===== config.mk =====
export PLATFORM = sky130hd
export DESIGN_NAME = regctl_core
export DESIGN_NICKNAME = d
export VERILOG_FILES = /design/src/rtl/regctl_pkg.sv /design/src/rtl/regctl_core.sv
export SDC_FILE = /design/constraint.sdc
export NUM_CORES = 1
export LEC_CHECK = 0
export BUFFER_PORTS_ARGS = -buffer_cell sky130_fd_sc_hd__buf_4
export CORE_MARGIN = 3
export CORE_UTILIZATION = 45
export DETAILED_ROUTE_END_ITERATION = 8
export GPL_TIMING_DRIVEN = 0
export HOLD_SLACK_MARGIN = 0.1
export PLACE_DENSITY = 0.77
export SYNTH_ARGS = -nofsm -noshare
export SYNTH_HDL_FRONTEND = slang
export SYNTH_SLANG_ARGS = --single-unit

===== constraint.sdc =====
create_clock -name CLK -period 2.38 [get_ports CLK]
set_input_delay 0.357 -clock CLK [delete_from_list [all_inputs] [get_ports CLK]]
set_output_delay 0.357 -clock CLK [all_outputs]
set_load 0.01 [all_outputs]

===== src/rtl/regctl_pkg.sv =====
// Purpose: Shared constants and carriers for the regulator, sleep and sense command logic.
// Assumes: An outer byte engine handles the two-wire framing and device address.
// Notes: Command addresses are the register addresses sent as the first byte.
package regctl_pkg;

  // ************************************
  // Command addresses
  // ************************************
  localparam logic [7:0] CMD_WAKE = 8'h04;
  localparam logic [7:0] CMD_SLEEP = 8'h05;
  localparam logic [7:0] CMD_REG_SET = 8'h07;
  localparam logic [7:0] CMD_SENSE = 8'h08;
  localparam logic [7:0] CMD_SEL_0 = 8'h10;
  localparam logic [7:0] CMD_SEL_1 = 8'h12;
  localparam logic [7:0] CMD_SEL_2 = 8'h14;
  localparam logic [7:0] CMD_SEL_3 = 8'h15;
  localparam logic [7:0] CMD_SEL_4 = 8'h18;
  localparam logic [7:0] CMD_SEL_5 = 8'h1A;
  localparam logic [7:0] CMD_SEL_6 = 8'h1C;
  localparam logic [7:0] CMD_SEL_7 = 8'h1E;

  // ************************************
  // Regulator settings layout and reset
  // ************************************
  localparam int VSEL_POS = 0;
  localparam int SLEEP_OFF_POS = 1;
  localparam logic [7:0] REG_SET_RESET = 8'h00;
  localparam logic [7:0] READ_ZERO = 8'h00;

  typedef enum {
    ST_IDLE,
    ST_ADDR,
    ST_DATA,
    ST_DONE,
    ST_SKIP
  } cmd_state_t;

  // Byte stream from the serial engine
  typedef struct packed {
    logic start;
    logic valid;
    logic [7:0] data;
    logic stop;
  } byte_in_t;

  // Analog control levels
  typedef struct packed {
    logic regulator_voltage_bit;
    logic regulator_on;
    logic analog_on;
    logic sense_mode;
    logic asleep;
  } analog_ctl_t;

endpackage : regctl_pkg

===== src/rtl/regctl_core.sv =====
// Purpose: Command interpreter for regulator setting, current-sense mode and sleep mode.
// Assumes: Byte pulses already framed; reads come as a request with a register address.
// Notes: Commands outside this block's scope are acknowledged while awake and their bytes dropped; asleep they get no acknowledge.
`timescale 1ns/1ps

module regctl_core (
  input wire logic CLK,
  input wire logic SRST,
  input regctl_pkg::byte_in_t BYTE_IN,
  output logic BYTE_ACK,
  input wire logic RD_REQ,
  input wire logic [7:0] RD_ADDR,
  output logic [7:0] RD_DATA,
  output logic RD_VALID,
  output logic [7:0] REG_SETTINGS,
  output regctl_pkg::analog_ctl_t ANALOG_CTL
);
  import regctl_pkg::*;

  // ************************************
  // Command kinds and state
  // ************************************
  typedef enum {
    K_WAKE,
    K_SLEEP,
    K_REG_SET,
    K_SENSE,
    K_SELECT,
    K_OTHER
  } cmd_kind_t;

  typedef struct packed {
    cmd_state_t st;
    logic [7:0] settings;
    logic sense;
    logic sleep;
    logic [7:0] rd_data;
    logic rd_valid;
    analog_ctl_t ctl;
  } core_state_t;

  core_state_t state_r;
  core_state_t state_nxt;
  cmd_kind_t kind;

  // ************************************
  // Reset values
  // ************************************
  // Awake after reset, so the regulator is on whatever the off bit says
  localparam analog_ctl_t CTL_RESET = '{
    regulator_voltage_bit: REG_SET_RESET[VSEL_POS],
    regulator_on: 1'b1,
    analog_on: 1'b1,
    sense_mode: 1'b0,
    asleep: 1'b0
  };

  localparam core_state_t CORE_RESET = '{
    st: ST_IDLE,
    settings: REG_SET_RESET,
    sense: 1'b0,
    sleep: 1'b0,
    rd_data: READ_ZERO,
    rd_valid: 1'b0,
    ctl: CTL_RESET
  };

  // ************************************
  // Decoding helpers
  // ************************************
  // Select addresses form no simple bit pattern, so each is listed
  function automatic logic is_input_select(input logic [7:0] a);
    is_input_select = (a == CMD_SEL_0) || (a == CMD_SEL_1) || (a == CMD_SEL_2)
                   || (a == CMD_SEL_3) || (a == CMD_SEL_4) || (a == CMD_SEL_5)
                   || (a == CMD_SEL_6) || (a == CMD_SEL_7);
  endfunction : is_input_select

  function automatic cmd_kind_t classify(input logic [7:0] a);
    if (a == CMD_WAKE) begin
      classify = K_WAKE;
    end else if (a == CMD_SLEEP) begin
      classify = K_SLEEP;
    end else if (a == CMD_REG_SET) begin
      classify = K_REG_SET;
    end else if (a == CMD_SENSE) begin
      classify = K_SENSE;
    end else if (is_input_select(a)) begin
      classify = K_SELECT;
    end else begin
      classify = K_OTHER;
    end
  endfunction : classify

  // Asleep, only wake and the regulator settings get through
  function automatic logic allowed_asleep(input cmd_kind_t k);
    allowed_asleep = (k == K_WAKE) || (k == K_REG_SET);
  endfunction : allowed_asleep

  // Only the settings register holds a readable value here
  function automatic logic [7:0] read_value(input logic [7:0] a, input logic [7:0] s);
    if (a == CMD_REG_SET) begin
      read_value = s;
    end else begin
      read_value = READ_ZERO;
    end
  endfunction : read_value

  // Awake forces the regulator on; the off bit only counts asleep
  function automatic analog_ctl_t levels(input logic [7:0] s, input logic slp,
                                         input logic sns);
    levels.regulator_voltage_bit = s[VSEL_POS];
    levels.regulator_on = !slp || !s[SLEEP_OFF_POS];
    levels.analog_on = !slp;
    levels.sense_mode = sns;
    levels.asleep = slp;
  endfunction : levels

  // ************************************
  // Next state and acknowledge
  // ************************************
  always_comb begin
    state_nxt = state_r;
    state_nxt.rd_valid = 1'b0;
    BYTE_ACK = 1'b0;
    // Decoded every cycle; only the address byte uses it
    kind = classify(BYTE_IN.data);
    if (BYTE_IN.start) begin
      // A new frame always restarts decoding, even mid-command
      state_nxt.st = ST_ADDR;
    end else if (BYTE_IN.stop) begin
      state_nxt.st = ST_IDLE;
    end else if (BYTE_IN.valid) begin
      case (state_r.st)
        ST_ADDR: begin
          if (state_r.sleep && !allowed_asleep(kind)) begin
            // Ignored while asleep: no acknowledge, rest of frame dropped
            state_nxt.st = ST_DONE;
          end else begin
            BYTE_ACK = 1'b1;
            case (kind)
              K_REG_SET: begin
                state_nxt.st = ST_DATA;
              end
              K_WAKE: begin
                state_nxt.sleep = 1'b0;
                state_nxt.st = ST_DONE;
              end
              K_SLEEP: begin
                state_nxt.sleep = 1'b1;
                state_nxt.st = ST_DONE;
              end
              K_SENSE: begin
                state_nxt.sense = 1'b1;
                state_nxt.st = ST_DONE;
              end
              K_SELECT: begin
                state_nxt.sense = 1'b0;
                state_nxt.st = ST_DONE;
              end
              default: begin
                // Gain, offset and other commands leave sense mode alone
                state_nxt.st = ST_SKIP;
              end
            endcase
          end
        end
        ST_DATA: begin
          BYTE_ACK = 1'b1;
          state_nxt.settings = BYTE_IN.data;
          state_nxt.st = ST_DONE;
        end
        ST_SKIP: begin
          // Parameter bytes of commands handled elsewhere
          BYTE_ACK = 1'b1;
        end
        default: begin
          // Surplus byte after a complete command is refused
          BYTE_ACK = 1'b0;
        end
      endcase
    end
    // Read port
    if (RD_REQ) begin
      // Retained settings read the same awake or asleep
      state_nxt.rd_data = read_value(RD_ADDR, state_r.settings);
      state_nxt.rd_valid = 1'b1;
    end
    // Levels built from the next values so they move on the same edge
    state_nxt.ctl = levels(state_nxt.settings, state_nxt.sleep, state_nxt.sense);
  end

  // ************************************
  // Registers
  // ************************************
  always_ff @(posedge CLK) begin
    if (SRST) begin
      state_r <= CORE_RESET;
    end else begin
      state_r <= state_nxt;
    end
  end

  // ************************************
  // Outputs
  // ************************************
  assign RD_DATA = state_r.rd_data;
  assign RD_VALID = state_r.rd_valid;
  assign REG_SETTINGS = state_r.settings;
  assign ANALOG_CTL = state_r.ctl;

endmodule : regctl_core


### Word-level counts from Yosys, hierarchy flattened

Cells that the tools add are included.

| cells by class | value |
|---|---|
| equality and inequality tests | 21 |
| mux-type cells | 25 |
| bitwise operators | 3 |
| reductions and logical operators | 26 |

Operators with widths:

| operator | number |
|---|---|
| 32-bit by 2-bit equality test with 1-bit output, second input constant | 3 |
| 32-bit by 3-bit equality test with 1-bit output, second input constant | 3 |
| 32-bit by 1-bit equality test with 1-bit output, second input constant | 2 |
| 8-bit by 5-bit equality test with 1-bit output, second input constant | 8 |
| 32-bit zero test | 2 |
| 32-bit one-hot mux with 2 select lines | 1 |
| 8-bit by 3-bit equality test with 1-bit output, second input constant | 4 |
| 8-bit 2-to-1 mux | 2 |
| 3-bit 2-to-1 mux | 5 |
| 11-bit 2-to-1 mux | 1 |
| 1-bit logical OR | 9 |
| 8-bit by 4-bit equality test with 1-bit output, second input constant | 1 |
| 1-bit 2-to-1 mux | 8 |
| 4-bit 2-to-1 mux | 2 |
| 1-bit one-hot mux with 2 select lines | 3 |
| 3-bit one-hot mux with 2 select lines | 1 |
| 6-bit AND reduction | 1 |
| 2-bit 2-to-1 mux | 2 |
| 2-bit AND reduction | 2 |
| 4-bit AND reduction | 1 |
| 2-bit nonzero test | 2 |
| 4-bit nonzero test | 1 |
| 4-bit OR reduction | 1 |
| 1-bit zero test | 3 |
| other kinds (5) | 7 |

| word-level totals | value |
|---|---|
| register bits after elaboration | 54 |
| bits of input ports | 22 |
| output and inout port bits | 23 |
| logic and storage cells | 86 |

### Longest topological paths before layout

Gate-level depths: netlist of run 1.

| logic depth | value |
|---|---|
| depth after elaboration | 24 |
| gate-level depth with buffers | 6 |
| gate-level depth less buffers | 5 |

### Worst setup path before layout of run 1

OpenSTA, ideal clock, no wires.

| path | value |
|---|---|
| path kind | input to output |
| start point | input port BYTE_IN[8] in the netlist's numbering |
| end point | output port BYTE_ACK |
| data arrival time | 1392 ps |
| required time | 2023 ps |
| path slack | 631 ps |
| stages | 3 |
| buffers on the path | 0 |
| path through | or3_4 o41a_1 o21ai_0 |

| between the ends | value |
|---|---|
| word-level cells in the longest chain between the ends | 22 |
| elaborated cells between the ends (all ways) | 34 |
| those cells by class | 13 x eq/ne; 10 x mux; 11 x reduce/logical |

Ends and longest elaborated chain:

| element | line | RTL |
|---|---|---|
| start: declaration | regctl_core.sv:9 | `input regctl_pkg::byte_in_t BYTE_IN,` |
| 8-bit by 5-bit equality test with 1-bit output | regctl_core.sv:73 | `is_input_select = (a == CMD_SEL_0) \|\| (a == CMD_SEL_1) \|\| (a == CMD_SEL_2)` |
| 1-bit logical OR (2 in a row) | regctl_core.sv:73 |  |
| 1-bit logical OR (3 in a row) | regctl_core.sv:74 | `\|\| (a == CMD_SEL_3) \|\| (a == CMD_SEL_4) \|\| (a == CMD_SEL_5)` |
| 1-bit logical OR (2 in a row) | regctl_core.sv:75 | `\|\| (a == CMD_SEL_6) \|\| (a == CMD_SEL_7);` |
| 1-bit 2-to-1 mux | regctl_core.sv:87 | `end else if (is_input_select(a)) begin` |
| 3-bit 2-to-1 mux | regctl_core.sv:85 | `end else if (a == CMD_SENSE) begin` |
| 3-bit 2-to-1 mux | regctl_core.sv:83 | `end else if (a == CMD_REG_SET) begin` |
| 3-bit 2-to-1 mux | regctl_core.sv:81 | `end else if (a == CMD_SLEEP) begin` |
| [2 not listed] | n/a |  |
| 1-bit logical OR * | regctl_core.sv:96 | `allowed_asleep = (k == K_WAKE) \|\| (k == K_REG_SET);` |
| 1-bit zero test * | regctl_core.sv:135 | `if (state_r.sleep && !allowed_asleep(kind)) begin` |
| 1-bit logical AND * | regctl_core.sv:135 |  |
| 1-bit 2-to-1 mux * | regctl_core.sv:135 |  |
| 1-bit one-hot mux with 2 select lines * | regctl_core.sv:133 | `case (state_r.st)` |
| 1-bit 2-to-1 mux * | regctl_core.sv:132 | `end else if (BYTE_IN.valid) begin` |
| 1-bit 2-to-1 mux * | regctl_core.sv:130 | `end else if (BYTE_IN.stop) begin` |
| 1-bit 2-to-1 mux * | regctl_core.sv:127 | `if (BYTE_IN.start) begin` |
| end: declaration | regctl_core.sv:10 | `output logic BYTE_ACK,` |

Mark *: on every way between the ends. The rest lies on a longest branch, timed or not.

### Worst setup path after layout of run 1

| path | value |
|---|---|
| start point | register state_r[26] in the netlist's numbering |
| end point | output port BYTE_ACK |

| between the ends | value |
|---|---|
| word-level cells in the longest chain between the ends | 6 |
| elaborated cells between the ends (all ways) | 8 |
| those cells by class | 3 x eq/ne; 4 x mux; 1 x reduce/logical |

Ends and longest elaborated chain:

| element | line | RTL |
|---|---|---|
| start: declaration | regctl_core.sv:42 | `core_state_t state_r;` |
| start signal: assignment | regctl_core.sv:199 | `state_r <= state_nxt;` |
| 32-bit by 2-bit equality test with 1-bit output / 32-bit by 3-bit equality test with 1-bit output (equally long branches) | regctl_core.sv:133 |  |
| 2-bit OR reduction (no source line) | n/a |  |
| 1-bit one-hot mux with 2 select lines * | regctl_core.sv:133 |  |
| 1-bit 2-to-1 mux * | regctl_core.sv:132 |  |
| 1-bit 2-to-1 mux * | regctl_core.sv:130 |  |
| 1-bit 2-to-1 mux * | regctl_core.sv:127 |  |

Marked as above.

==> results.md, run 1 <==
* Status: finished clean
* Max Cap Viol at 0
* Initial Utilization at 0.5034
* Hold_ws at 236.6 ps
* Antenna Violating Nets Remaining at 0
* Combinational Power Share at 0.100
* CTS resizes at 0
* Max-slew violations at 0
* Crit. End Element: primary output
* Most common cell after layout, fill and taps aside: buf_4
* R2R Path End: ANALOG_CTL[3]
* Internal at about 530 µW
* Path depth of the worst reg2reg path at 5
* Drt initial violations at 19
* Clk network pwr share at 0.310
* N_diodes at 0
* Final Cycle Share at 0.8234
* Cells after Synth at 133
* Final net count at between 200 and 250
* Clock Skew at 4.636 ps
* Crit path time final at 1960 ps
* R2r startpoint: state_r[26]
* Setup crit end: BYTE_ACK
* Post-synth cell types at 33
* Worst setup margin at 420.4 ps
* Worst slew margin at 0.4508
* Switch share at 0.2259
* CP peak stage delay at between 300 and 400 ps
* Via density at approximately 5.0
* Row count at 17
* Initial antenna violation count at 0
* Largest net degree at the start of global routing at 14
* P_sw at approximately 160 µW
* Power Density at about 440 mW/mm²
* Num CTS Buffers at 3
* Design Power at slightly below 700 µW
* Final Hold Viols at 0
* Gp weighted congestion at 0.8482
* Die Y at about 57 µm
* Vias at 1040
* Area occupied by registers at ~480 µm²
* Dpl ws at approximately 390 ps
* Number of global-route vias before repair at 1024
* Worst Tran Pin Value at a little over 800 ps
* Startpoint types: flip-flop
* Die area at 0.003294 mm²
* Final instance area at between 0.0015 and 0.002 mm²
* Hold buffer count at CTS at 0
* Synthesis-to-layout area growth at 33.16%
* Setup tns final at 0 ps
* Clk pin slew, worst setup/hold paths at roughly 130 ps
* DR pass1 iterations at 4
* Die Span X at about 57 µm
* P_leak at ~0.77 nW
* Input/output buffers at 43
* RSZ-0062 raised after global routing: no
* Total core area at 0.002361 mm²
* H-Tree Depth at 1
* Sink Count at 24
* Syn_area_per_cell at approximately 8.9 µm²
* Clk_lat worst skew at 310 ps
* Seq cells post-synth at 24
* Cell Chain, Critical Path: nand4bb_1 -> or3_1 -> o21ai_0 -> buf_4
* Setup Buffers After CTS at 0
* DR WL/cell at between 10 and 15 µm
* Root buffer cell: clkbuf_4
* Number of fill cells at between 200 and 250
* Detailed placer's ending HPWL at roughly 2 mm
* Arrival time worst endpoint at between 1500 and 2000 ps
* Multi-input logic area at 534.3 µm²
* Max clock buf depth at 2
* Syn Std Cell Area at approximately 0.0012 mm²
* Placed cell areas at 0.001546 mm²
* Sequential power share at 0.590
* CTS tree: yes
* Fmax at 510.3 MHz
* Syn_nets at 155
* Grt total ovfl at 0
* Ratio of cells with drive above 1 in the final layout at 0.4056
* Critical Path Start: state_r[26]
* Worst min path class: primary input to flip-flop
* DRC viols at 0
* Setup Crit Path Kind: flip-flop to primary output
* Ys Warns at 0
* Slowest-stage cell, CP: dfxtp_1
* # setup viols final at 0
* GRT Overall Usage at 0.1608
* Sequential share of the synthesized area at 0.4042
* Crit-path max FO at 5
* First-pass GRT wire length at between 4 and 5 mm
* Most frequent cells in the layout: buf_4, dfxtp_1, nor2_1
* Peak supply drop at 369.5 µV
* Number of top-level pins at 45
* HP Start: BYTE_IN[0]
* R2R setup slack at about 700 ps
* Total Routed Length at between 2 and 3 mm
* Crit path required time at roughly 2000 ps
-- worst max-delay path, delay by kind of cell (launching register included) --
| kind | cells | cell delay [ps] |
|---|---|---|
| buffers and inverters | 1 | 150 |
| AO/OA/AOI/OAI | 1 | 200 |
| flip-flops | 1 | 370 |
| AND/OR/NAND/NOR | 2 | 570 |
-- cell families after synthesis --
kind of cell              Yosys count  share of synthesized area
and+or+nand+nor                    52                     0.2495
buffers and inverters              25                     0.1463
DFF                                24                     0.4042
AOI/OAI and AO/OA                  21                     0.1095
muxes                               9                    0.07579
xor gates and xnor gates            2                    0.01474
-- through the flow --
step / utilization / std cells
after global placement: 0.6550 / 204
after global routing: 0.6704 / 208
after detailed placement: 0.6550 / 204
after CTS: 0.6704 / 208
final: 0.6704 / 208
after floorplan: - / 133
-- flip-flops by register name, indices dropped and copies added, names as in the netlist --
name and flops:
RD_DATA 8, REG_SETTINGS 8, ANALOG_CTL 4, state_r 3
RD_VALID 1
-- worst min-delay path by stage --
| stage | to | depth (start not counted) | slack, ps |
|---|---|---|---|
| 4_1_cts | REG_SETTINGS[1] | 2 | 230 |
| 3_5_place_dp | ANALOG_CTL[1] | 2 | 520 |
| 6_report | state_r[24] | 2 | 240 |
| 2_1_floorplan | REG_SETTINGS[1] | 1 | 440 |
| 3_3_place_gp | RD_DATA[5] | 2 | 510 |
| 5_1_grt | state_r[24] | 2 | 230 |
-- synthesized netlist by cell type --
| master | n | area, µm² |
|---|---|---|
| dfxtp_1 | 24 | 480.5 |
| buf_4 | 21 | 157.7 |
| nor2_1 | 18 | 67.56 |
| a21oi_1 | 13 | 65.06 |
| nor2b_1 | 10 | 62.56 |
| mux2i_1 | 9 | 90.09 |
| nand2b_1 | 4 | 25.02 |
| nand3_1 | 4 | 20.02 |
| nor3_1 | 4 | 20.02 |
| o21ai_0 | 2 | 10.01 |
| xor2_1 | 2 | 17.52 |
| a211o_1 | 1 | 8.760 |
| a311oi_1 | 1 | 8.760 |
| a31o_2 | 1 | 8.760 |
| and2_1 | 1 | 6.260 |
| and3b_1 | 1 | 8.760 |
| buf_1 | 1 | 3.750 |
| buf_2 | 1 | 5.000 |
| clkbuf_1 | 1 | 3.750 |
| inv_1 | 1 | 3.750 |
| nand2_1 | 1 | 3.750 |
| nand4bb_1 | 1 | 11.26 |
| nor3_2 | 1 | 10.01 |
| nor3b_1 | 1 | 7.510 |
| nor4_1 | 1 | 6.260 |
| nor4b_1 | 1 | 8.760 |
| nor4b_2 | 1 | 15.01 |
| o22a_1 | 1 | 8.760 |
| o41a_1 | 1 | 11.26 |
| o41ai_1 | 1 | 8.760 |
| or2_1 | 1 | 6.260 |
| or3_1 | 1 | 6.260 |
| or3_4 | 1 | 11.26 |
-- per-layer routing --
layer | wire (µm) | share of wire | track usage
met5 | 0 | 0 | 0
met4 | 42 | 0.016 | 0.06954
met3 | 81 | 0.031 | 0.02036
met2 | 1397 | 0.54 | 0.3032
met1 | 1076 | 0.41 | 0.1765
-- layout make-up --
class | instances | area share
multi-input combinational | 84 | 0.3375
sequential | 24 | 0.3036
timing repair buffer | 43 | 0.2040
buffer | 24 | 0.1075
clock buffer | 4 | 0.02292
tap | 28 | 0.02213
inverter | 1 | 0.002372
-- power groups by stage --
stage / sequential, mW / combinational, mW / clock [mW]
5_1_grt: 0.408 / 0.0756 / 0.234
3_3_place_gp: 0.415 / 0.0666 / 0
2_1_floorplan: 0.416 / 0.0255 / 0
4_1_cts: 0.407 / 0.0691 / 0.220
3_5_place_dp: 0.416 / 0.0689 / 0
6_report: 0.407 / 0.0690 / 0.214
Power figures use the tool's default switching activity.
==> run 2, diff against run 1 <==
- ABC_AREA: default -> 1
- PLACE_DENSITY: 0.77 -> 0.75
- clock period: 2.38 -> 2 ns (I/O delays scaled with it)
==> run 2 against run 1 <==
Largest power group unchanged. Highest routed layer unchanged. Sequential power up 22%. Critical endpoint unchanged. Cell area up 14%. Global-route usage is 0.92 points higher.
==> results.md, run 2 <==
* Max Cap Viol at 0
* Syn_area_per_cell at between 7 and 8 µm²
* DRC viols at 0
* Most common cell after layout, fill and taps aside: buf_4
* Final Hold Viols at 0
* Syn Std Cell Area at 0.001381 mm²
* Number of global-route vias before repair at about 1200
* Path depth of the worst reg2reg path at 8
* Synth cell count leaders: nand2_1, dfxtp_1, buf_4
* Crit. End Element: primary output
* Worst min path class: primary input to flip-flop
* Crit path time final at 1739 ps
* Slowest-stage cell, CP: dfxtp_1
* Worst Tran Pin Value at roughly 450 ps
* Cells after Synth at 185
* Synthesis-to-layout area growth at 30.53%
* Fmax at 574.9 MHz
* Post-synth cell types at 29
* Dominant synthesized flop cell: dfxtp_1
* P_leak at around 0.89 nW
* # setup viols final at 0
* Arrival time worst endpoint at about 1400 ps
* Clk_lat worst skew at about 310 ps
* Setup Buffers After CTS at 0
* Via density at approximately 4.9
* Most frequent cells in the layout: buf_4, nand2_1, dfxtp_1
* Max clock buf depth at 2
* Most frequent cell on the critical path: inv_2
* Syn_nets at approximately 210
* Drt initial violations at between 50 and 60
* Clk pin slew, worst setup/hold paths at roughly 130 ps
* DR pass1 iterations at 4
* Total Routed Length at ~2.9 mm
* Yosys top cell by area: dfxtp_1
* CP peak stage delay at roughly 400 ps
* Clock Skew at 10.78 ps
* Vias at 1300
* Setup tns final at 0 ps
* Ys async rst share at 0
* Largest net degree at the start of global routing at 15
* DR WL/cell at 10.91 µm
* Setup Crit Path Kind: flip-flop to primary output
* Clk network pwr share at 0.347
* Switch share at 0.2270
* Worst slew margin at 0.6958
* GRT Overall Usage at 0.1700
* R2R Path End: ANALOG_CTL[1]
* Combinational Power Share at 0.151
* Final net count at around 260
* Post-synth EDFFs at 0
* Die area at approximately 0.0038 mm²
* Crit path max-delay family: flip-flops
* Internal at between 700 and 800 µW
* Number of top-level pins at between 40 and 50
* Detailed placer's ending HPWL at roughly 2.4 mm
* Grt total ovfl at 0
* Sink Count at 24
* CP Buf/Inv Count at 3
* Gp weighted congestion at 0.8398
* R2R setup slack at between 600 and 700 ps
* H-Tree Depth at 1
* Sequential share of the synthesized area at 0.3478
* Row count at 19
* Num CTS Buffers at 3
* Total core area at between 0.002 and 0.003 mm²
* Crit-path max FO at 4
* Hold endpoint: RD_VALID
* Sequential power share at 0.502
* Crit path required time at ~1700 ps
* Peak supply drop at 755.7 µV
* Initial antenna violation count at 0
* Seq cells post-synth at 24
* Startpoint types: flip-flop
* First-pass GRT wire length at between 4 and 5 mm
* Ranking of synthesized cells by area: dfxtp_1, buf_4, nand2_1
* Die Y at a little over 60 µm
* RSZ-0062 raised after global routing: no
* Most frequent cell after synthesis: nand2_1
* Initial Utilization at 0.4883
* Ratio of cells with drive above 1 in the final layout at 0.4292
* Power Density at 550.0 mW/mm²
* Ys Warns at 0
* N_diodes at 0
* R2r startpoint: state_r[24]
* Status: finished clean
* Worst path depth at 5
* Cell Chain, Critical Path: inv_2 -> nor3_2 -> inv_2 -> a31oi_1 -> buf_4
* Root buffer cell: clkbuf_4
* HP Start: SRST
* CTS tree: yes
* Antenna Violating Nets Remaining at 0
* Input/output buffers at 44
* P_sw at 225.1 µW
* Die Span X at a little over 60 µm
* CTS resizes at 0
* Yosys top cell area share at 0.3478
* Hold_ws at around 160 ps
* Hold buffer count at CTS at 0
* Final Cycle Share at 0.8697
* Max-slew violations at 0
* Hold path cells at 2
-- run 2: through the flow --
stage	setup WS, ps	cells	area [µm²]	total power [mW]	utilization
after CTS	232.0	264	1803	1.005	0.6373
after global placement	391.2	260	1750	0.6563	0.6188
after global routing	82.95	264	1803	1.041	0.6373
final	260.6	264	1803	0.9916	0.6373
after detailed placement	411.3	260	1750	0.6588	0.6188
after floorplan	675.4	185	1381	0.5877	-
-- run 2: layer usage --
layer | GRT usage | wire, µm | vias to the layer above
met1 | 0.2080 | 1243 | 579
li1 | - | - | 684
met5 | 0 | 0 | -
met3 | 0.03983 | 168 | 2
met2 | 0.2991 | 1451 | 35
met4 | 0.04545 | 16 | 0
-- run 2: power by group through the flow --
stage               Sequential (mW)  Clock (mW)  Combinational [mW]
floorplan                     0.507           0              0.0807
detailed placement            0.508           0               0.150
global route                  0.500       0.372               0.169
global placement              0.508           0               0.148
CTS                           0.498       0.356               0.151
finish                        0.498       0.344               0.150
-- run 2: area by class of cell --
type,instances,area (µm²)
plain buffers,24,181.4
clock buffers,3,22.52
clock inverters,1,30.03
fillers,276,1026
inverters,23,88.84
multi-input cells,114,630.6
flip-flops and latches,24,480.5
well taps,31,38.79
repair buffers,44,330.3
-- run 2: kinds of logic after synthesis --
logic type	share of synthesized area
compound gates	0.1748
simple gates	0.2817
buf+inv	0.1956
flops	0.3478
-- run 2: how the worst max path moves through the flow --
| stage | to | from | slack [ps] |
|---|---|---|---|
| final | BYTE_ACK | state_r[25] | 260 |
| after global placement | BYTE_ACK | BYTE_IN[5] | 390 |
| after global routing | BYTE_ACK | state_r[25] | 80 |
| after detailed placement | BYTE_ACK | BYTE_IN[5] | 410 |
| after CTS | BYTE_ACK | state_r[25] | 230 |
| after floorplan | BYTE_ACK | BYTE_IN[5] | 680 |
